### src/shared/fmeo_regs.vh
// Constants of the flash command sequencer: register offsets, fields,
// command codes and reset values.
// Assumes an APB slave with 32-bit data, one register per aligned word.
//
// Notes on behaviour
// - Launched margin command applies the level, then sets command complete.
// - Data block target changes only data block reads.
// - Program block target changes both reads; never program memory alone.
// - Settings 0..4 mean normal, user-1, user-0, field-1, field-0.
// - Margin-1 biases toward erased, margin-0 toward programmed.
// - Margin command flags access error unless index field is 010.
// - Margin setting outside 0..4 flags access error.
// - Mode not permitted or invalid 24-bit address flags access error.
// - Sector erase erases, verifies, then sets command complete.
// - Sector erase flags access error unless index field is 001.
// - Sector erase with odd address flags access error.
// - Erase of a protected data region flags protection violation.
// - Any verify error sets the verify error bit.
// - Uncorrectable verify error sets the uncorrectable bit.
// - Override replaces protection limits only when key matches stored key.
// - Key 0xFFFF is invalid and disables override.
// - A valid but wrong key disables override.
// - Override active state is readable in protection state register.
`ifndef FMEO_REGS_VH
`define FMEO_REGS_VH
// Register byte offsets
`define FMEO_OFF_STATUS 8'h00
`define FMEO_OFF_INDEX 8'h04
`define FMEO_OFF_PARAM 8'h08
`define FMEO_OFF_PROT 8'h0C
`define FMEO_OFF_BASE 8'h10
`define FMEO_OFF_KEY 8'h14
`define FMEO_OFF_MARGIN 8'h18
// Status fields
`define FMEO_ST_COMMAND_COMPLETE_FLAG 7
`define FMEO_ST_ACC 5
`define FMEO_ST_PVIOL 4
`define FMEO_ST_VERR 1
`define FMEO_ST_VUNC 0
// Protection state fields
`define FMEO_PS_OVRD 15
`define FMEO_PS_EN 7
// Command codes
`define FMEO_CMD_MARGIN 8'h0E
`define FMEO_CMD_ERASE 8'h12
`define FMEO_CMD_OVRD 8'h13
// Required index at launch
`define FMEO_IX_MARGIN 3'h2
`define FMEO_IX_ERASE 3'h1
`define FMEO_IX_OVRD 3'h3
// Margin settings and invalid key
`define FMEO_MG_NORMAL 3'h0
`define FMEO_MG_USER1 3'h1
`define FMEO_MG_USER0 3'h2
`define FMEO_MG_FIELD1 3'h3
`define FMEO_MG_FIELD0 3'h4
`define FMEO_MG_MAX 16'h0004
`define FMEO_KEY_INVALID 16'hFFFF
// Reset values
`define FMEO_RST_KEY 16'hFFFF
`define FMEO_RST_PROT 8'h00
`endif

### src/hw/fmeo_seq.v
// Command sequencer for margin level, data sector erase and override.
// Assumes the array logic runs on the same clock and pulses arr_done
// once per erase or verify request it was given.
`timescale 1ns/1ps
`include "fmeo_regs.vh"
module fmeo_seq #(
   parameter [23:0] PF_LO = 24'h00_0000,
   parameter [23:0] PF_HI = 24'h01_FFFF,
   parameter [23:0] DF_LO = 24'h10_0000,
   parameter [23:0] DF_HI = 24'h10_07FF
) (
   // Clock and reset
   input wire clock,
   input wire rst,
   // APB slave
   input wire psel,
   input wire penable,
   input wire pwrite,
   input wire [7:0] paddr,
   input wire [31:0] pwdata,
   output reg [31:0] prdata,
   output wire pready,
   output wire pslverr,
   // Operating mode
   input wire mode_allows_cmd,
   // Array control
   output reg arr_erase_req,
   output reg arr_verify_req,
   output reg [23:0] arr_addr,
   input wire arr_done,
   input wire arr_verify_fail,
   input wire arr_verify_uncorr,
   // Read margin levels and bias
   output reg [2:0] pf_margin_q,
   output reg [2:0] df_margin_q,
   output wire pf_bias_erased,
   output wire pf_bias_prog,
   output wire df_bias_erased,
   output wire df_bias_prog,
   // Effective protection
   output wire [7:0] program_protect_setting,
   output wire [7:0] data_protect_setting,
   output wire override_active_bit
);
   localparam S_IDLE = 2'd0;
   localparam S_ERASE = 2'd1;
   localparam S_VERIFY = 2'd2;
   localparam S_DONE = 2'd3;

   reg [1:0] state_q;
   reg [15:0] command_param_words [0:3];
   reg [2:0] param_index_field;
   reg command_complete_flag;
   reg access_error_flag;
   reg protection_violation_flag;
   reg verify_error_bit;
   reg verify_uncorrectable_bit;
   reg ovrd_q;
   reg [7:0] pf_base_q;
   reg [7:0] df_base_q;
   reg [7:0] pf_ovr_q;
   reg [7:0] df_ovr_q;
   reg [15:0] key_q;

   wire setup = psel & ~penable;
   wire wr = psel & penable & pwrite;
   reg hit;
   always @* begin
      case (paddr)
         `FMEO_OFF_STATUS: hit = 1'b1;
         `FMEO_OFF_INDEX: hit = 1'b1;
         `FMEO_OFF_PARAM: hit = 1'b1;
         `FMEO_OFF_PROT: hit = 1'b1;
         `FMEO_OFF_BASE: hit = 1'b1;
         `FMEO_OFF_KEY: hit = 1'b1;
         `FMEO_OFF_MARGIN: hit = 1'b1;
         default: hit = 1'b0;
      endcase
   end
   assign pready = 1'b1;
   assign pslverr = psel & penable & ~hit;
   wire wr_ok = wr & hit;

   // Launch is a one written to the complete flag while it is set
   wire launch = wr_ok & (paddr == `FMEO_OFF_STATUS) &
      pwdata[`FMEO_ST_COMMAND_COMPLETE_FLAG] & command_complete_flag;

   // Command decode from the parameter words
   wire [7:0] cmd = command_param_words[0][15:8];
   wire [23:0] gaddr = {command_param_words[0][7:0],
      command_param_words[1]};
   wire [15:0] mg_set = command_param_words[2];
   wire in_pf = (gaddr >= PF_LO) & (gaddr <= PF_HI);
   wire in_df = (gaddr >= DF_LO) & (gaddr <= DF_HI);
   wire is_mg = (cmd == `FMEO_CMD_MARGIN);
   wire is_er = (cmd == `FMEO_CMD_ERASE);
   wire is_ov = (cmd == `FMEO_CMD_OVRD);

   // Protected data region: enable bit set and sector at or below boundary
   wire df_prot_hit = data_protect_setting[`FMEO_PS_EN] &
      (gaddr[10:6] <= data_protect_setting[4:0]);

   // Launch checks, one wire per refusal reason
   wire mg_ix_bad = (param_index_field != `FMEO_IX_MARGIN);
   wire mg_set_bad = (mg_set > `FMEO_MG_MAX);
   wire mg_where_bad = ~mode_allows_cmd | ~(in_pf | in_df);
   wire er_ix_bad = (param_index_field != `FMEO_IX_ERASE);
   wire er_odd = gaddr[0];
   wire er_where_bad = ~mode_allows_cmd | ~in_df;
   wire ov_ix_bad = (param_index_field != `FMEO_IX_OVRD);
   wire mg_bad = mg_ix_bad | mg_set_bad | mg_where_bad;
   wire er_bad = er_ix_bad | er_odd | er_where_bad;

   reg acc_err;
   reg prot_err;
   always @* begin
      acc_err = 1'b0;
      prot_err = 1'b0;
      if (is_mg) begin
         acc_err = mg_bad;
      end else if (is_er) begin
         acc_err = er_bad;
         // Protection is only judged once the access checks pass
         prot_err = ~er_bad & df_prot_hit;
      end else if (is_ov) begin
         acc_err = ov_ix_bad;
      end else begin
         acc_err = 1'b1;
      end
   end
   // A refused launch must not disturb the running state
   wire launch_ok = launch & ~acc_err & ~prot_err;

   // Each block has its own decoder so program reads never follow data
   fmeo_bias_dec #(.W(3)) pf_bias_u (
      .code(pf_margin_q),
      .bias_erased(pf_bias_erased),
      .bias_prog(pf_bias_prog)
   );
   fmeo_bias_dec #(.W(3)) df_bias_u (
      .code(df_margin_q),
      .bias_erased(df_bias_erased),
      .bias_prog(df_bias_prog)
   );

   // Override values stand only while override is active
   assign override_active_bit = ovrd_q;
   assign program_protect_setting = ovrd_q ? pf_ovr_q : pf_base_q;
   assign data_protect_setting = ovrd_q ? df_ovr_q : df_base_q;

   wire status_w = wr_ok & (paddr == `FMEO_OFF_STATUS);
   wire clr_acc = status_w & pwdata[`FMEO_ST_ACC];
   wire clr_pv = status_w & pwdata[`FMEO_ST_PVIOL];
   // Software may not touch parameters while a command runs
   wire param_w = wr_ok & (paddr == `FMEO_OFF_PARAM) &
      command_complete_flag & ~param_index_field[2];

   // Error flags: a set in the same cycle beats a clear
   always @(posedge clock or posedge rst) begin
      if (rst) begin
         access_error_flag <= 1'b0;
         protection_violation_flag <= 1'b0;
      end else begin
         if (launch && acc_err)
            access_error_flag <= 1'b1;
         else if (clr_acc)
            access_error_flag <= 1'b0;
         if (launch && prot_err)
            protection_violation_flag <= 1'b1;
         else if (clr_pv)
            protection_violation_flag <= 1'b0;
      end
   end

   // Read data is captured in the setup cycle and stands to the next one
   reg [31:0] rd_d;
   always @* begin
      rd_d = 32'h0000_0000;
      case (paddr)
         `FMEO_OFF_STATUS:
            rd_d = {24'h00_0000, command_complete_flag, 1'b0,
               access_error_flag, protection_violation_flag,
               2'b00, verify_error_bit, verify_uncorrectable_bit};
         `FMEO_OFF_INDEX:
            rd_d = {29'h0000_0000, param_index_field};
         `FMEO_OFF_PARAM:
            rd_d = param_index_field[2] ? 32'h0000_0000 :
               {16'h0000, command_param_words[param_index_field[1:0]]};
         `FMEO_OFF_PROT:
            rd_d = {8'h00, program_protect_setting, override_active_bit,
               7'h00, data_protect_setting};
         `FMEO_OFF_BASE:
            rd_d = {16'h0000, df_base_q, pf_base_q};
         `FMEO_OFF_KEY:
            rd_d = {16'h0000, key_q};
         `FMEO_OFF_MARGIN:
            rd_d = {21'h00_0000, df_margin_q, 5'h00, pf_margin_q};
         default:
            rd_d = 32'h0000_0000;
      endcase
   end

   integer i;
   always @(posedge clock or posedge rst) begin
      if (rst) begin
         state_q <= S_IDLE;
         for (i = 0; i < 4; i = i + 1)
            command_param_words[i] <= 16'h0000;
         param_index_field <= 3'h0;
         command_complete_flag <= 1'b1;
         verify_error_bit <= 1'b0;
         verify_uncorrectable_bit <= 1'b0;
         ovrd_q <= 1'b0;
         pf_base_q <= `FMEO_RST_PROT;
         df_base_q <= `FMEO_RST_PROT;
         pf_ovr_q <= `FMEO_RST_PROT;
         df_ovr_q <= `FMEO_RST_PROT;
         key_q <= `FMEO_RST_KEY;
         pf_margin_q <= `FMEO_MG_NORMAL;
         df_margin_q <= `FMEO_MG_NORMAL;
         arr_erase_req <= 1'b0;
         arr_verify_req <= 1'b0;
         arr_addr <= 24'h00_0000;
         prdata <= 32'h0000_0000;
      end else begin
         arr_erase_req <= 1'b0;
         arr_verify_req <= 1'b0;
         // Register writes
         if (wr_ok && (paddr == `FMEO_OFF_INDEX) && command_complete_flag)
            param_index_field <= pwdata[2:0];
         if (param_w)
            command_param_words[param_index_field[1:0]] <= pwdata[15:0];
         if (wr_ok && (paddr == `FMEO_OFF_BASE)) begin
            pf_base_q <= pwdata[7:0];
            df_base_q <= pwdata[15:8];
         end
         if (wr_ok && (paddr == `FMEO_OFF_KEY))
            key_q <= pwdata[15:0];
         case (state_q)
            S_IDLE: begin
               if (launch_ok) begin
                  verify_error_bit <= 1'b0;
                  verify_uncorrectable_bit <= 1'b0;
                  command_complete_flag <= 1'b0;
                  if (is_mg) begin
                     if (in_pf) begin
                        pf_margin_q <= mg_set[2:0];
                        df_margin_q <= mg_set[2:0];
                     end else begin
                        df_margin_q <= mg_set[2:0];
                     end
                     state_q <= S_DONE;
                  end else if (is_er) begin
                     arr_addr <= gaddr;
                     arr_erase_req <= 1'b1;
                     state_q <= S_ERASE;
                  end else begin
                     if (command_param_words[1] != `FMEO_KEY_INVALID &&
                        command_param_words[1] == key_q) begin
                        ovrd_q <= 1'b1;
                        pf_ovr_q <= command_param_words[0][0] ?
                           command_param_words[2][7:0] : pf_base_q;
                        df_ovr_q <= command_param_words[0][1] ?
                           command_param_words[3][7:0] : df_base_q;
                     end else begin
                        ovrd_q <= 1'b0;
                     end
                     state_q <= S_DONE;
                  end
               end
               // a refused launch leaves complete flag set
            end
            S_ERASE: begin
               if (arr_done) begin
                  arr_verify_req <= 1'b1;
                  state_q <= S_VERIFY;
               end
            end
            S_VERIFY: begin
               if (arr_done) begin
                  verify_error_bit <= arr_verify_fail |
                     arr_verify_uncorr;
                  verify_uncorrectable_bit <= arr_verify_uncorr;
                  state_q <= S_DONE;
               end
            end
            S_DONE: begin
               command_complete_flag <= 1'b1;
               state_q <= S_IDLE;
            end
            default: state_q <= S_IDLE;
         endcase
         if (setup)
            prdata <= rd_d;
      end
   end
endmodule // fmeo_seq

// Decodes a stored margin code into its read bias
`timescale 1ns/1ps
module fmeo_bias_dec #(
   parameter W = 3
) (
   // Margin code
   input wire [W-1:0] code,
   // Read bias
   output reg bias_erased,
   output reg bias_prog
);
   // Unknown codes cannot be stored, but read as normal level anyway
   always @* begin
      bias_erased = 1'b0;
      bias_prog = 1'b0;
      case (code)
         `FMEO_MG_USER1: bias_erased = 1'b1;
         `FMEO_MG_FIELD1: bias_erased = 1'b1;
         `FMEO_MG_USER0: bias_prog = 1'b1;
         `FMEO_MG_FIELD0: bias_prog = 1'b1;
         default: begin
            bias_erased = 1'b0;
            bias_prog = 1'b0;
         end
      endcase
   end
endmodule // fmeo_bias_dec

### config.mk
export PLATFORM = sky130hd
export DESIGN_NAME = fmeo_seq
export DESIGN_NICKNAME = d
export VERILOG_FILES = /design/src/hw/fmeo_seq.v
export VERILOG_INCLUDE_DIRS = /design/src /design/src/shared
export SDC_FILE = /design/constraint.sdc
export NUM_CORES = 1
export LEC_CHECK = 0
export BUFFER_PORTS_ARGS = -buffer_cell sky130_fd_sc_hd__buf_2
export CAP_MARGIN = 20
export CORE_MARGIN = 2
export CORE_UTILIZATION = 47
export DETAILED_ROUTE_END_ITERATION = 6
export PLACE_DENSITY = 0.82
export SLEW_MARGIN = 20
export SYNTH_ARGS = -nofsm -noshare
export SYNTH_HDL_FRONTEND = slang
export SYNTH_SLANG_ARGS = --single-unit
### constraint.sdc
create_clock -name clock -period 4.7 [get_ports clock]
set_clock_uncertainty 0.1 [all_clocks]
set_input_delay 0.235 -clock clock [delete_from_list [all_inputs] [get_ports clock]]
set_output_delay 0.235 -clock clock [all_outputs]
set_load 0.02 [all_outputs]
* Word level (Yosys, flattened, before mapping) *
Index checks and enable logic that the tools add are counted.

storage, ports and cells
  input bits = 49
  logic and storage cells = 170
  output and inout bits = 87
  bits in registers = 187

operators by class
  reductions and logical operators = 27
  bitwise logic cells = 39
  equal/unequal tests = 28
  multiplexer cells = 45
  magnitude comparators = 8

operators by type and width
  kind                                                              number
  one-hot mux 24 bit (7 select lines)                               1
  bitwise mux 64 bit                                                1
  two-way mux 16 bit                                                4
  == test 8 x 5 -> 1 bit, second input constant                     5
  binary-select mux 16 bit (select 2 bit)                           1
  demux 16 bit (select 2 bit)                                       1
  two-way mux 8 bit                                                 4
  == test 8 x 4 -> 1 bit, second input constant                     3
  >= comparator 24 x 1 -> 1 bit, second input constant              1
  >= comparator 24 x 21 -> 1 bit, second input constant             1
  less-or-equal comparator 24 x 17 -> 1 bit, second input constant  1
  less-or-equal comparator 24 x 21 -> 1 bit, second input constant  1
  two-way mux 1 bit                                                 24
  bitwise AND 1 bit                                                 19
  == test 16 bit                                                    1
  > comparator 16 x 3 -> 1 bit, second input constant               1
  inequality test 16 bit, second input constant                     1
  == test 3 x 2 -> 1 bit, second input constant                     4
  AND reduction 4 bit                                               3
  inverter 1 bit                                                    11
  two-way mux 2 bit                                                 5
  AND reduction 3 bit                                               3
  == test 8 x 3 -> 1 bit, second input constant                     1
  logical AND 1 bit                                                 8
  other kinds (21)                                                  42

* Logic depth before layout (Yosys ltp) *
Gate-level depths: netlist of run 1.

  depth after elaboration = 13
  mapped depth = 13
  depth with buffers taken out = 9

* Cells and area by module *
Synthesis of run 1 repeated with hierarchy kept, for this count alone.

unflattened totals
  cell total of the unflattened synthesis = 695
  area total of the unflattened synthesis = 8892.3 µm²

by module, submodules not included
  module         seq. area each (µm²)  cells each  instances  area an instance (µm²)
  fmeo_seq       4500.6                689         1          8849.7
  fmeo_bias_dec  0.0                   3           2          21.3

* Worst setup path before layout of run 1 *
Ideal clock, no wire load.

  path kind = reg2reg
  start point = register ovrd_q, in the netlist override_active_bit
  end point = register arr_addr[1]
  library setup time = 0.125 ns
  clock period less this slack = 3.278 ns
  setup slack = 1.422 ns
  path buffers = 3
  cell stages (with the launch flop) = 13
  data arrival time = 3.054 ns
  data required time = 4.475 ns
  cells stage by stage = dfrtp_1 -> clkbuf_1 -> mux2_2 -> inv_1 -> ha_1 -> nand4_1 -> o221ai_1 -> o21ai_0 -> and4_1 -> buf_2 -> nor4_4 -> buf_4 -> mux2_2

between the ends
  cells in the longest elaborated chain, start to end = 9

RTL lines
  element                         RTL line        text
  start, declared                 fmeo_seq.v:58   reg ovrd_q;
  start signal, assigned          fmeo_seq.v:213  ovrd_q <= 1'b0;
  start signal, assigned          fmeo_seq.v:260  ovrd_q <= 1'b1;
  start signal, assigned          fmeo_seq.v:266  ovrd_q <= 1'b0;
  two-way mux 8 bit               fmeo_seq.v:149  assign data_protect_setting = ovrd_q ? df_ovr_q : df_base_q;
  net data_protect_setting[2]     fmeo_seq.v:42   output wire [7:0] data_protect_setting,
  less-or-equal comparator 5 bit  fmeo_seq.v:101  (gaddr[10:6] <= data_protect_setting[4:0]);
  bitwise AND 1 bit               fmeo_seq.v:100  wire df_prot_hit = data_protect_setting[`FMEO_PS_EN] &
  bitwise AND 1 bit               fmeo_seq.v:124  prot_err = ~er_bad & df_prot_hit;
  two-way mux 1 bit               fmeo_seq.v:121  end else if (is_er) begin
  two-way mux 1 bit               fmeo_seq.v:119  if (is_mg) begin
  inverter 1 bit                  fmeo_seq.v:132  wire launch_ok = launch & ~acc_err & ~prot_err;
  bitwise AND 1 bit               fmeo_seq.v:132
  AND reduction 4 bit (no line)   -
  end signal, assigned            fmeo_seq.v:254  arr_addr <= gaddr;
  end, declared                   fmeo_seq.v:29   output reg [23:0] arr_addr,

The timed path passes the listed nets, and every way through them passes these cells.
A chain may end at the register's enable or synchronous reset.

* Worst setup path after layout of run 1 *
  start point = register command_param_words[49] (netlist name)
  end point = register arr_addr[4]

between the ends
  cells in the longest elaborated chain, start to end = 12
  elaborated cells between the ends (all ways) = 24
  those cells by class = order compare (4); mux (4); bitwise (15); reduce/logical (1)

RTL lines
  element                                                                                      RTL line        text
  start, declared                                                                              fmeo_seq.v:51   reg [15:0] command_param_words [0:3];
  start signal, assigned by index                                                              fmeo_seq.v:232  command_param_words[param_index_field[1:0]] <= pwdata[15:0];
  >= comparator 24 x 21 -> 1 bit or less-or-equal comparator 24 x 21 -> 1 bit (tied branches)  fmeo_seq.v:94   wire in_df = (gaddr >= DF_LO) & (gaddr <= DF_HI);
  bitwise AND 1 bit                                                                            fmeo_seq.v:94
  inverter 1 bit                                                                               fmeo_seq.v:109  wire er_where_bad = ~mode_allows_cmd | ~in_df;
  bitwise OR 1 bit                                                                             fmeo_seq.v:109
  bitwise OR 1 bit                                                                             fmeo_seq.v:112  wire er_bad = er_ix_bad | er_odd | er_where_bad;
  inverter 1 bit                                                                               fmeo_seq.v:124
  bitwise AND 1 bit                                                                            fmeo_seq.v:124
  two-way mux 1 bit                                                                            fmeo_seq.v:121
  two-way mux 1 bit                                                                            fmeo_seq.v:119
  inverter 1 bit                                                                               fmeo_seq.v:132
  bitwise AND 1 bit (*)                                                                        fmeo_seq.v:132
  AND reduction 4 bit (no line) (*)                                                            -

Every way passes the cells marked *; elsewhere a longest branch is shown, timed or not.

==> parameters.txt, run 1 <==
Parameter                              Value

Status
  Run status    completed

Global routing
  Number of global-route vias before repair    6363
  Maximum number of pins on one net before global-route repair    99
  Number of antenna violations at the first check in global routing    1
  Overall fraction of global-route tracks in use    0.251
  Overflow left after global routing    0
  Wire length of the first global-routing pass    37500 µm

Min path
  Path type of the worst min-delay path    input pin to flop

Detailed routing
  Antenna violation net count after detailed routing    0
  Total iterations of the first detailed-routing run    7
  Avg WL per Cell    23.4 µm
  Remaining design rule violation count    0
  Mean number of vias per cell    6.09
  DRC violation total after the first TritonRoute iteration    587
  Final wirelength    24400 µm
  Via total after detailed routing    6357

Layout
  Most frequent cells in the layout    dfrtp_1, mux2_2, buf_2
  Layout Utilization    0.552
  Post-route design area    10200 µm²
  Layout overhead on the synthesized area    16.3%
  Multi-input logic area    4060 µm²
  Final net count    854
  Fraction of final layout cells with drive strength greater than 1    0.456
  Area taken by flip-flops and latches    4500 µm²
  Most common library cell in the layout ignoring fill and taps    dfrtp_1
  Fillcell total    1555

Placed design
  Routability-driven placement congestion ratio    0.985
  Post-place instance area    9570 µm²
  DP Wirelength    17200 µm
  Count of input and output buffers    110
  Post-Place Worst Slack    1.40 ns

Die
  Placement row count    50
  Die outline height    141 µm
  Die width    141 µm
  Core area    18600 µm²
  Initial standard-cell utilization of the core    0.474
  Die area    19900 µm²
  I/O pin count    136

Timing
  Final count of hold timing violations    0
  Worst slew margin    0.247
  Final setup violation count    0
  Maximum clock frequency    293 MHz
  Post-layout minimum cycle time    3.41 ns
  Pin slew with the least headroom to its limit    1.13 ns
  Least setup slack across all paths after layout    1.29 ns
  Part of the cycle the worst path needs    0.726
  Slew Limit Fails    0
  RSZ-0062 raised after global routing    no
  Setup TNS after final layout    0 ns

Setup path
  Delay contributed by the slowest stage of the critical path    0.61 ns
  Largest fanout on the critical path    13
  Cell with the biggest individual delay on the critical path    dfrtp_1
  Worst Path Required    4.92 ns
  CP cell instances    nor4_1 > nand4_1 > o41ai_4 > o21ai_2 > nor4_4 > buf_4 > mux2_2
  Type of destination of the critical path    flop
  Type of the setup path with the least slack    flop to flop
  Worst EP arrival    3.63 ns
  Crit path launch type    flop

Synthesis
  Yosys warns    0
  Gate count of the mapped netlist    689
  Fraction of registers with async set/reset    1.00
  Syn avg cell area    12.8 µm²
  Most area-hungry cell type in the Yosys netlist    dfrtp_1
  Post-synthesis sequential element count    179
  Cell variety after synth    66
  Proportion of netlist area held by the largest area contributor    0.460
  Post-synth design cell area    8810 µm²
  Post-synthesis sequential area ratio    0.511
  Prevailing post-synth register cell    dfrtp_1
  Top cells by area, synth    dfrtp_1, mux2_2, dfstp_2
  Count of flip-flops with a built-in enable after synthesis    0

Power and ir drop
  Worst vdd ir    0.225 mV
  Static power due to leakage    5.07 nW
  Cell Pwr Density    341 nW/µm²
  Total power consumption of the routed design    3.50 mW

Clock tree
  Num Clock Sinks    179
  Buffer cell driving the clock tree root    clkbuf_16
  Clock tree from TritonCTS    built
  Source-to-sink clock delay at the later pin of the worst-skew pair    0.43 ns
  Maximum count of clock buffers along a single path    2
  CTS clk-pin slew, worst paths    0.07 ns
  Total clock buffers created by CTS    17
  Resized cells post-CTS    0
  Level count of the clock H-tree    4

Flow run
  Max-capacitance violation count    0
cell usage after synthesis (2+ instances only):
master / n
nor3_1: 6
mux2_2: 153
buf_1: 8
ha_1: 9
or2_2: 2
xnor2_1: 2
dfstp_2: 17
nand2_1: 40
nor4_1: 11
o31a_1: 2
clkbuf_1: 20
nor4b_1: 2
mux4_2: 16
nand3_1: 4
o21ai_0: 14
buf_2: 5
nor2b_1: 18
nor2_1: 30
nand2b_1: 9
inv_1: 13
a31oi_1: 13
o41a_1: 2
nand4_1: 11
and3_1: 3
o22ai_1: 2
buf_4: 10
a21oi_1: 8
a41oi_1: 3
a22o_1: 4
a32oi_1: 2
and3_2: 2
conb_1: 2
xor2_1: 16
mux2_4: 9
dfrtp_1: 162
a22oi_1: 23
mux2i_1: 6
or4b_1: 2
flip-flops by register name, summed over array words and instances (netlist names), 2 cells and up:
signal and count:
command_param_words 40, arr_addr 24, prdata 24, key_q 16, mg_set 16, cmd 8
df_base_q 8, df_ovr_q 8, pf_base_q 8, pf_ovr_q 8, df_margin_q 3, param_index_field 3
pf_margin_q 3, state_q 2
critical path, delay by kind of cell, from the launching register on:
family                 cells  cell delay, ns
and+or+nand+nor            3            1.19
AOI/OAI and AO/OA          2            0.75
DFF                        1            0.61
muxes                      1            0.36
buffers and inverters      1            0.28
layout make-up:
type,count,area share
sequential,179,0.439
multi-input combinational,459,0.396
timing repair buffer,126,0.0674
clock buffer,19,0.0442
tap,234,0.0286
clock inverter,13,0.0189
inverter,13,0.00513
antenna,1,0.000244
stage by stage:
stage          cells  hold slack, ns
6_report        1044          0.0202
3_5_place_dp    1008           0.235
2_1_floorplan    696           0.269
5_1_grt         1043          0.0204
3_3_place_gp    1008           0.231
4_1_cts         1043         0.00997
power breakdown:
part | switching, mW | internal [mW] | total [mW]
sequential | 0.0347 | 1.58 | 1.61
clock | 0.632 | 0.927 | 1.56
combinational | 0.203 | 0.120 | 0.323
total | 0.869 | 2.63 | 3.50
worst paths after layout:
path / from / depth (start not counted) / slack [ns] / endpoint
setup / recovery: command_param_words[49] / 7 / 1.29 / arr_addr[4]
hold / removal: pwdata[6] / 2 / 0.02 / command_param_words[38]
setup reg to reg: command_param_words[49] / 7 / 1.29 / arr_addr[4]
hold reg to reg: arr_addr[20] / 1 / 0.37 / arr_addr[20]
max in group asynchronous: rst / 4 / 3.08 / arr_addr[0]
min in group asynchronous: rst / 3 / 0.31 / df_ovr_q[5]
cell families after synthesis:
family | synth area share
XOR/XNOR | 0.0179
other | 0.000852
flip-flops | 0.511
buffers and inverters | 0.0324
multiplexers | 0.259
AO/OA/AOI/OAI | 0.0684
adder cells (fa/ha/maj) | 0.0128
AND/OR/NAND/NOR | 0.0984
per-layer routing:
metal | wire length, µm | GRT usage | part of all wire | vias up
li1 | - | - | - | 2752
met1 | 10400 | 0.342 | 0.43 | 3258
met2 | 11500 | 0.403 | 0.47 | 285
met3 | 1740 | 0.0465 | 0.071 | 62
met4 | 782 | 0.0979 | 0.032 | 0
met5 | 0 | 0 | 0 | -
what timing repair did:
| action | CTS | global route |
|---|---|---|
| hold endpoints to repair | 28 | 0 |
| hold buffers | 3 | 0 |
| setup buffers | 0 | 0 |
(Power assumes the default switching activity.)
==> inputs of run 2 (changes only) <==
--- a/config.mk
+++ b/config.mk
@@ -6,12 +6,13 @@
 export SDC_FILE = /design/constraint.sdc
 export NUM_CORES = 1
 export LEC_CHECK = 0
+export ABC_AREA = 1
 export BUFFER_PORTS_ARGS = -buffer_cell sky130_fd_sc_hd__buf_2
 export CAP_MARGIN = 20
 export CORE_MARGIN = 2
 export CORE_UTILIZATION = 47
 export DETAILED_ROUTE_END_ITERATION = 6
-export PLACE_DENSITY = 0.82
+export PLACE_DENSITY = 0.81
 export SLEW_MARGIN = 20
 export SYNTH_ARGS = -nofsm -noshare
 export SYNTH_HDL_FRONTEND = slang
==> constraint.sdc (replaced) <==
create_clock -name clock -period 3 [get_ports clock]
set_clock_uncertainty 0.1 [all_clocks]
set_input_delay 0.15 -clock clock [delete_from_list [all_inputs] [get_ports clock]]
set_output_delay 0.15 -clock clock [all_outputs]
set_load 0.02 [all_outputs]
==> parameters.txt, run 2 <==
Parameter                              Value

Global routing
  Overall fraction of global-route tracks in use    0.276
  Wire length of the first global-routing pass    42900 µm
  Maximum number of pins on one net before global-route repair    45
  Number of antenna violations at the first check in global routing    0
  Overflow left after global routing    0
  Number of global-route vias before repair    7913

Layout
  Most frequent cells in the layout    nand2_1, dfrtp_1, inv_1
  Count of inserted antenna diode cells    0
  Final net count    1300
  Layout Utilization    0.558
  Area taken by flip-flops and latches    4500 µm²
  Count of placed standard cells in the final layout, fillers left out    1520
  Layout overhead on the synthesized area    17.3%
  Most common library cell in the layout ignoring fill and taps    nand2_1
  Max reg flops    40
  Fillcell total    1730
  Leading registers by flop count    command_param_words (40), arr_addr (24), prdata (24)
  Fraction of final layout cells with drive strength greater than 1    0.206
  Register with the most flip-flops    command_param_words
  Post-route design area    10800 µm²
  Multi-input logic area    3830 µm²

Synthesis
  Proportion of netlist area held by the largest area contributor    0.442
  Post-synthesis sequential element count    179
  Prevailing post-synth register cell    dfrtp_1
  Post-synth design cell area    9170 µm²
  Fraction of registers with async set/reset    1.00
  Gate count of the mapped netlist    1114
  Most frequent cells after synthesis    nand2_1, dfrtp_1, inv_1
  Yosys warns    0
  Cell variety after synth    45
  Most common cell in the netlist    nand2_1
  Top cells by area, synth    dfrtp_1, nand2_1, inv_1
  Post-synthesis sequential area ratio    0.491
  Count of flip-flops with a built-in enable after synthesis    0
  Most area-hungry cell type in the Yosys netlist    dfrtp_1
  Syn avg cell area    8.23 µm²

Setup path
  Crit path launch type    flop
  Worst EP arrival    3.06 ns
  FF-to-FF path depth    15
  Worst Path Required    3.23 ns
  Type of destination of the critical path    flop
  Reg2Reg Capture Point    df_ovr_q[1]
  Internal reg-to-reg setup slack    0.18 ns
  Largest fanout on the critical path    17
  Type of the setup path with the least slack    flop to flop
  Worst flop-to-flop path startpoint    override_active_bit

Die
  I/O pin count    136
  Core area    19300 µm²
  Die outline height    144 µm
  Placement row count    51
  Initial standard-cell utilization of the core    0.476
  Die area    20600 µm²
  Die width    144 µm

Power and ir drop
  Net switching power figure    1.20 mW
  Relative contribution of the clock network to total power    0.453
  Logic pwr share    0.048
  Share of total power consumed by net switching    0.245
  Static power due to leakage    5.43 nW
  Internal cell power    3.69 mW
  Cell Pwr Density    455 nW/µm²
  Power share of the sequential group    0.498
  Worst vdd ir    0.282 mV
  Total power consumption of the routed design    4.89 mW

Detailed routing
  Mean number of vias per cell    5.51
  DRC violation total after the first TritonRoute iteration    1071
  Avg WL per Cell    18.3 µm
  Final wirelength    27800 µm
  Total iterations of the first detailed-routing run    6
  Remaining design rule violation count    0
  Via total after detailed routing    8378
  Antenna violation net count after detailed routing    0

Placed design
  Routability-driven placement congestion ratio    0.936
  DP Wirelength    20400 µm
  Count of input and output buffers    110
  Post-Place Worst Slack    0.163 ns
  Post-place instance area    9970 µm²
  Post-Place Cells    1468

Timing
  Slew Limit Fails    0
  Part of the cycle the worst path needs    0.941
  Least setup slack across all paths after layout    0.177 ns
  Maximum clock frequency    354 MHz
  Final count of hold timing violations    0
  Final setup violation count    0
  Hold Slack    0.130 ns
  Post-layout minimum cycle time    2.82 ns
  RSZ-0062 raised after global routing    no
  Pin slew with the least headroom to its limit    0.727 ns
  Worst slew margin    0.514
  Setup TNS after final layout    0 ns

Clock tree
  Post-CTS Setup Repair Bufs    0
  Maximum count of clock buffers along a single path    2
  Total clock buffers created by CTS    17
  Source-to-sink clock delay at the later pin of the worst-skew pair    0.44 ns
  Level count of the clock H-tree    4
  Clock tree from TritonCTS    built
  CTS clk-pin slew, worst paths    0.07 ns
  Buffer cell driving the clock tree root    clkbuf_16
  Num Clock Sinks    179

Status
  Run status    completed

Min path
  HP Start    penable
  Hold Path Sink    prdata[8]
  Path type of the worst min-delay path    input pin to flop
  Hold-critical path depth    5

Flow run
  Max-capacitance violation count    0
run 2: cell count changes after synthesis, moves of 29 or more:
cell	delta
nand2_1	+276
mux2_2	-153
inv_1	+116
o21ai_0	+80
o21ai_1	+59
nor2_1	+29
run 2: critical path, stage by stage, from the launching register on:
cell     delay [ns]
dfrtp_1        0.40
inv_1          0.17
or2_2          0.14
o21ai_0        0.13
ha_1           0.32
nand2_1        0.07
inv_1          0.11
nand4_1        0.09
nand3_1        0.08
nand2_1        0.10
nand3_1        0.15
nand3_2        0.12
nor2_2         0.19
nand4_4        0.32
nand2_1        0.18
nand2_1        0.06
run 2: what timing repair did:
| action | CTS | global route |
|---|---|---|
| endpoints found under the hold margin | 85 | 0 |
| gates resized for setup | 0 | 2 |
| hold buffers | 20 | 0 |
| endpoints found under the setup margin | 0 | 23 |
run 2: how the worst max path moves through the flow:
stage | start | endpoint | slack [ns] | cells after the start
after floorplan | override_active_bit | df_ovr_q[0] | 0.25 | 12
after global placement | override_active_bit | arr_addr[4] | 0.27 | 17
after detailed placement | override_active_bit | arr_addr[1] | 0.16 | 17
after CTS | override_active_bit | arr_addr[1] | 0.11 | 17
after global routing | override_active_bit | df_ovr_q[4] | 0.02 | 13
final | override_active_bit | df_ovr_q[1] | 0.18 | 15
run 2: cell families (layout without fill, tap and decap cells):
kind of cell / count (synthesis) / in the layout / share of synthesized area
AOI/OAI and AO/OA: 243 / 243 / 0.155
xor gates and xnor gates: 9 / 9 / 0.00860
adders and majority gates: 9 / 9 / 0.0123
buffers and inverters: 191 / 325 / 0.0944
DFF: 179 / 179 / 0.491
other: 2 / 9 / 0.000819
and+or+nand+nor: 481 / 481 / 0.238
run 2: power groups by stage:
stage	sequential (mW)	combinational, mW	clock [mW]
6_report	2.44	0.237	2.22
5_1_grt	2.44	0.259	2.35
4_1_cts	2.44	0.237	2.24
3_5_place_dp	2.48	0.216	0
3_3_place_gp	2.48	0.214	0
2_1_floorplan	2.50	0.108	0
run 2: layout make-up:
cell class,instances,share of cell area
Sequential cell,179,0.418
Multi-Input combinational cell,751,0.356
Timing Repair Buffer,157,0.0921
Inverter,136,0.0480
Clock buffer,18,0.0408
Tap cell,265,0.0308
Clock inverter,14,0.0136
run 2: layer usage:
layer | GRT usage | wire (µm) | up-vias
li1 | - | - | 3879
met1 | 0.346 | 10700 | 3928
met2 | 0.443 | 13000 | 488
met3 | 0.0613 | 2600 | 83
met4 | 0.152 | 1470 | 0
met5 | 0 | 0 | -
==> inputs of run 3 (changes only) <==
==> constraint.sdc (replaced) <==
create_clock -name clock -period 3 [get_ports clock]
set_clock_uncertainty 0.1 [all_clocks]
set_input_delay 0.15 -clock clock [delete_from_list [all_inputs] [get_ports clock]]
set_output_delay 0.15 -clock clock [all_outputs]
set_load 0.1 [all_outputs]
==> parameters.txt, run 3 (synthesis gave the netlist of run 2 again) <==
Parameter                              Value

Status
  Run status    completed

Die
  Placement row count    51
  Initial standard-cell utilization of the core    0.476
  Die width    144 µm
  Die outline height    144 µm
  Core area    19300 µm²
  I/O pin count    136
  Die area    20600 µm²

Setup path
  Type of the setup path with the least slack    flop to flop
  FF-to-FF path depth    19
  Reg2Reg Capture Point    arr_addr[1]
  CP cell instances    inv_1 > buf_12 > or2_2 > o21ai_0 > ha_1 > nand2_1 > inv_1 > nand4_1 > nand3_1 > nand2_1 > inv_1 > nor2_1 > nor2_2 > nand2_2 > nor2_4 > inv_2 > buf_12 > nand2_1 > o21ai_2
  Worst flop-to-flop path startpoint    override_active_bit
  Largest fanout on the critical path    30
  Worst EP arrival    2.99 ns
  Cell with the biggest individual delay on the critical path    dfrtp_2
  Crit path launch type    flop
  Internal reg-to-reg setup slack    0.24 ns
  Delay contributed by the slowest stage of the critical path    0.40 ns
  Worst Path Required    3.23 ns
  Type of destination of the critical path    flop

Layout
  Count of inserted antenna diode cells    0
  Most common library cell in the layout ignoring fill and taps    nand2_1
  Most frequent cells in the layout    nand2_1, dfrtp_1, inv_1
  Fraction of final layout cells with drive strength greater than 1    0.208
  Max reg flops    40
  Final net count    1302
  Layout overhead on the synthesized area    18.2%
  Leading registers by flop count    command_param_words (40), arr_addr (24), prdata (24)
  Fillcell total    1681
  Register with the most flip-flops    command_param_words

Timing
  Part of the cycle the worst path needs    0.920
  Final setup violation count    0
  Pin slew with the least headroom to its limit    0.988 ns
  Worst slew margin    0.341
  Slew Limit Fails    0
  Final count of hold timing violations    0
  Maximum clock frequency    362 MHz
  Setup TNS after final layout    0 ns
  RSZ-0062 raised after global routing    no
  Post-layout minimum cycle time    2.76 ns

Global routing
  Overflow left after global routing    0
  Wire length of the first global-routing pass    43300 µm
  Number of antenna violations at the first check in global routing    0
  Number of global-route vias before repair    7934
  Overall fraction of global-route tracks in use    0.280
  Maximum number of pins on one net before global-route repair    180

Power and ir drop
  Relative contribution of the clock network to total power    0.455
  Logic pwr share    0.071
  Worst vdd ir    0.301 mV
  Net switching power figure    1.29 mW
  Share of total power consumed by net switching    0.251
  Cell Pwr Density    474 nW/µm²
  Static power due to leakage    5.47 nW
  Power share of the sequential group    0.475
  Total power consumption of the routed design    5.14 mW
  Internal cell power    3.85 mW

Clock tree
  Level count of the clock H-tree    4
  Buffer cell driving the clock tree root    clkbuf_16
  Clock tree from TritonCTS    built
  Total clock buffers created by CTS    17
  Maximum count of clock buffers along a single path    2
  CTS clk-pin slew, worst paths    0.07 ns
  Source-to-sink clock delay at the later pin of the worst-skew pair    0.45 ns
  Num Clock Sinks    179

Placed design
  DP Wirelength    20000 µm
  Routability-driven placement congestion ratio    0.934
  Count of input and output buffers    110

Min path
  Hold-critical path depth    5
  HP Start    penable
  Path type of the worst min-delay path    input pin to flop
  Hold Path Sink    prdata[1]

Detailed routing
  Via total after detailed routing    8487
  Avg WL per Cell    18.5 µm
  Total iterations of the first detailed-routing run    6
  Final wirelength    28200 µm
  Antenna violation net count after detailed routing    0
  Mean number of vias per cell    5.58
  Remaining design rule violation count    0
  DRC violation total after the first TritonRoute iteration    985

Flow run
  Max-capacitance violation count    0
[run 3: power groups by stage]
stage | combinational [mW] | clock [mW] | sequential (mW)
6_report | 0.364 | 2.34 | 2.44
5_1_grt | 0.384 | 2.44 | 2.44
4_1_cts | 0.364 | 2.33 | 2.44
3_5_place_dp | 0.343 | 0 | 2.48
3_3_place_gp | 0.342 | 0 | 2.48
2_1_floorplan | 0.153 | 0 | 2.59
[run 3: worst max-delay path by stage]
| stage | start | endpoint | slack [ns] |
|---|---|---|---|
| final | override_active_bit | arr_addr[1] | 0.24 |
| after global routing | override_active_bit | arr_addr[5] | 0.05 |
| after CTS | override_active_bit | df_ovr_q[1] | 0.16 |
| after detailed placement | override_active_bit | pf_ovr_q[7] | 0.21 |
| after global placement | override_active_bit | pf_ovr_q[5] | 0.31 |
| after floorplan | override_active_bit | df_ovr_q[0] | 0.04 |
[run 3: layout make-up]
class | instances | area (µm²) | share of cell area
Tap cell | 265 | 332 | 0.0306
Clock inverter | 12 | 151 | 0.0140
Multi-Input combinational cell | 751 | 3850 | 0.355
Inverter | 136 | 514 | 0.0475
Timing Repair Buffer | 159 | 1030 | 0.0952
Sequential cell | 179 | 4500 | 0.415
Clock buffer | 20 | 457 | 0.0421
[run 3: metal layers]
metal | part of all wire | vias up | track usage
met4 | 0.065 | 0 | 0.184
li1 | - | 3879 | -
met2 | 0.46 | 532 | 0.432
met5 | 0 | - | 0
met3 | 0.11 | 111 | 0.0700
met1 | 0.37 | 3965 | 0.350
[run 3: what timing repair did]
| action | in CTS | in global routing |
|---|---|---|
| resized for setup | 0 | 0 |
| hold endpoints to repair | 220 | 0 |
| buffers inserted | 0 | 1 |
| endpoints found under the setup margin | 0 | 16 |
| hold buffers | 20 | 0 |
[run 3: critical path, delay by kind of cell (launching register included)]
kind | cells | cell delay (ns)
simple gates | 10 | 1.03
flops | 1 | 0.40
compound gates | 2 | 0.15
fa+ha+maj | 1 | 0.32
buf+inv | 6 | 0.66
[run 3: through the flow]
step	cells	area, µm²	util	hold WS, ns	worst slack [ns]
2_1_floorplan	1121	9220	-	0.153	0.0371
3_3_place_gp	1469	10000	0.519	0.262	0.305
3_5_place_dp	1469	10000	0.519	0.268	0.212
4_1_cts	1521	10800	0.561	0.152	0.155
5_1_grt	1522	10800	0.562	0.174	0.0475
6_report	1522	10800	0.562	0.164	0.240
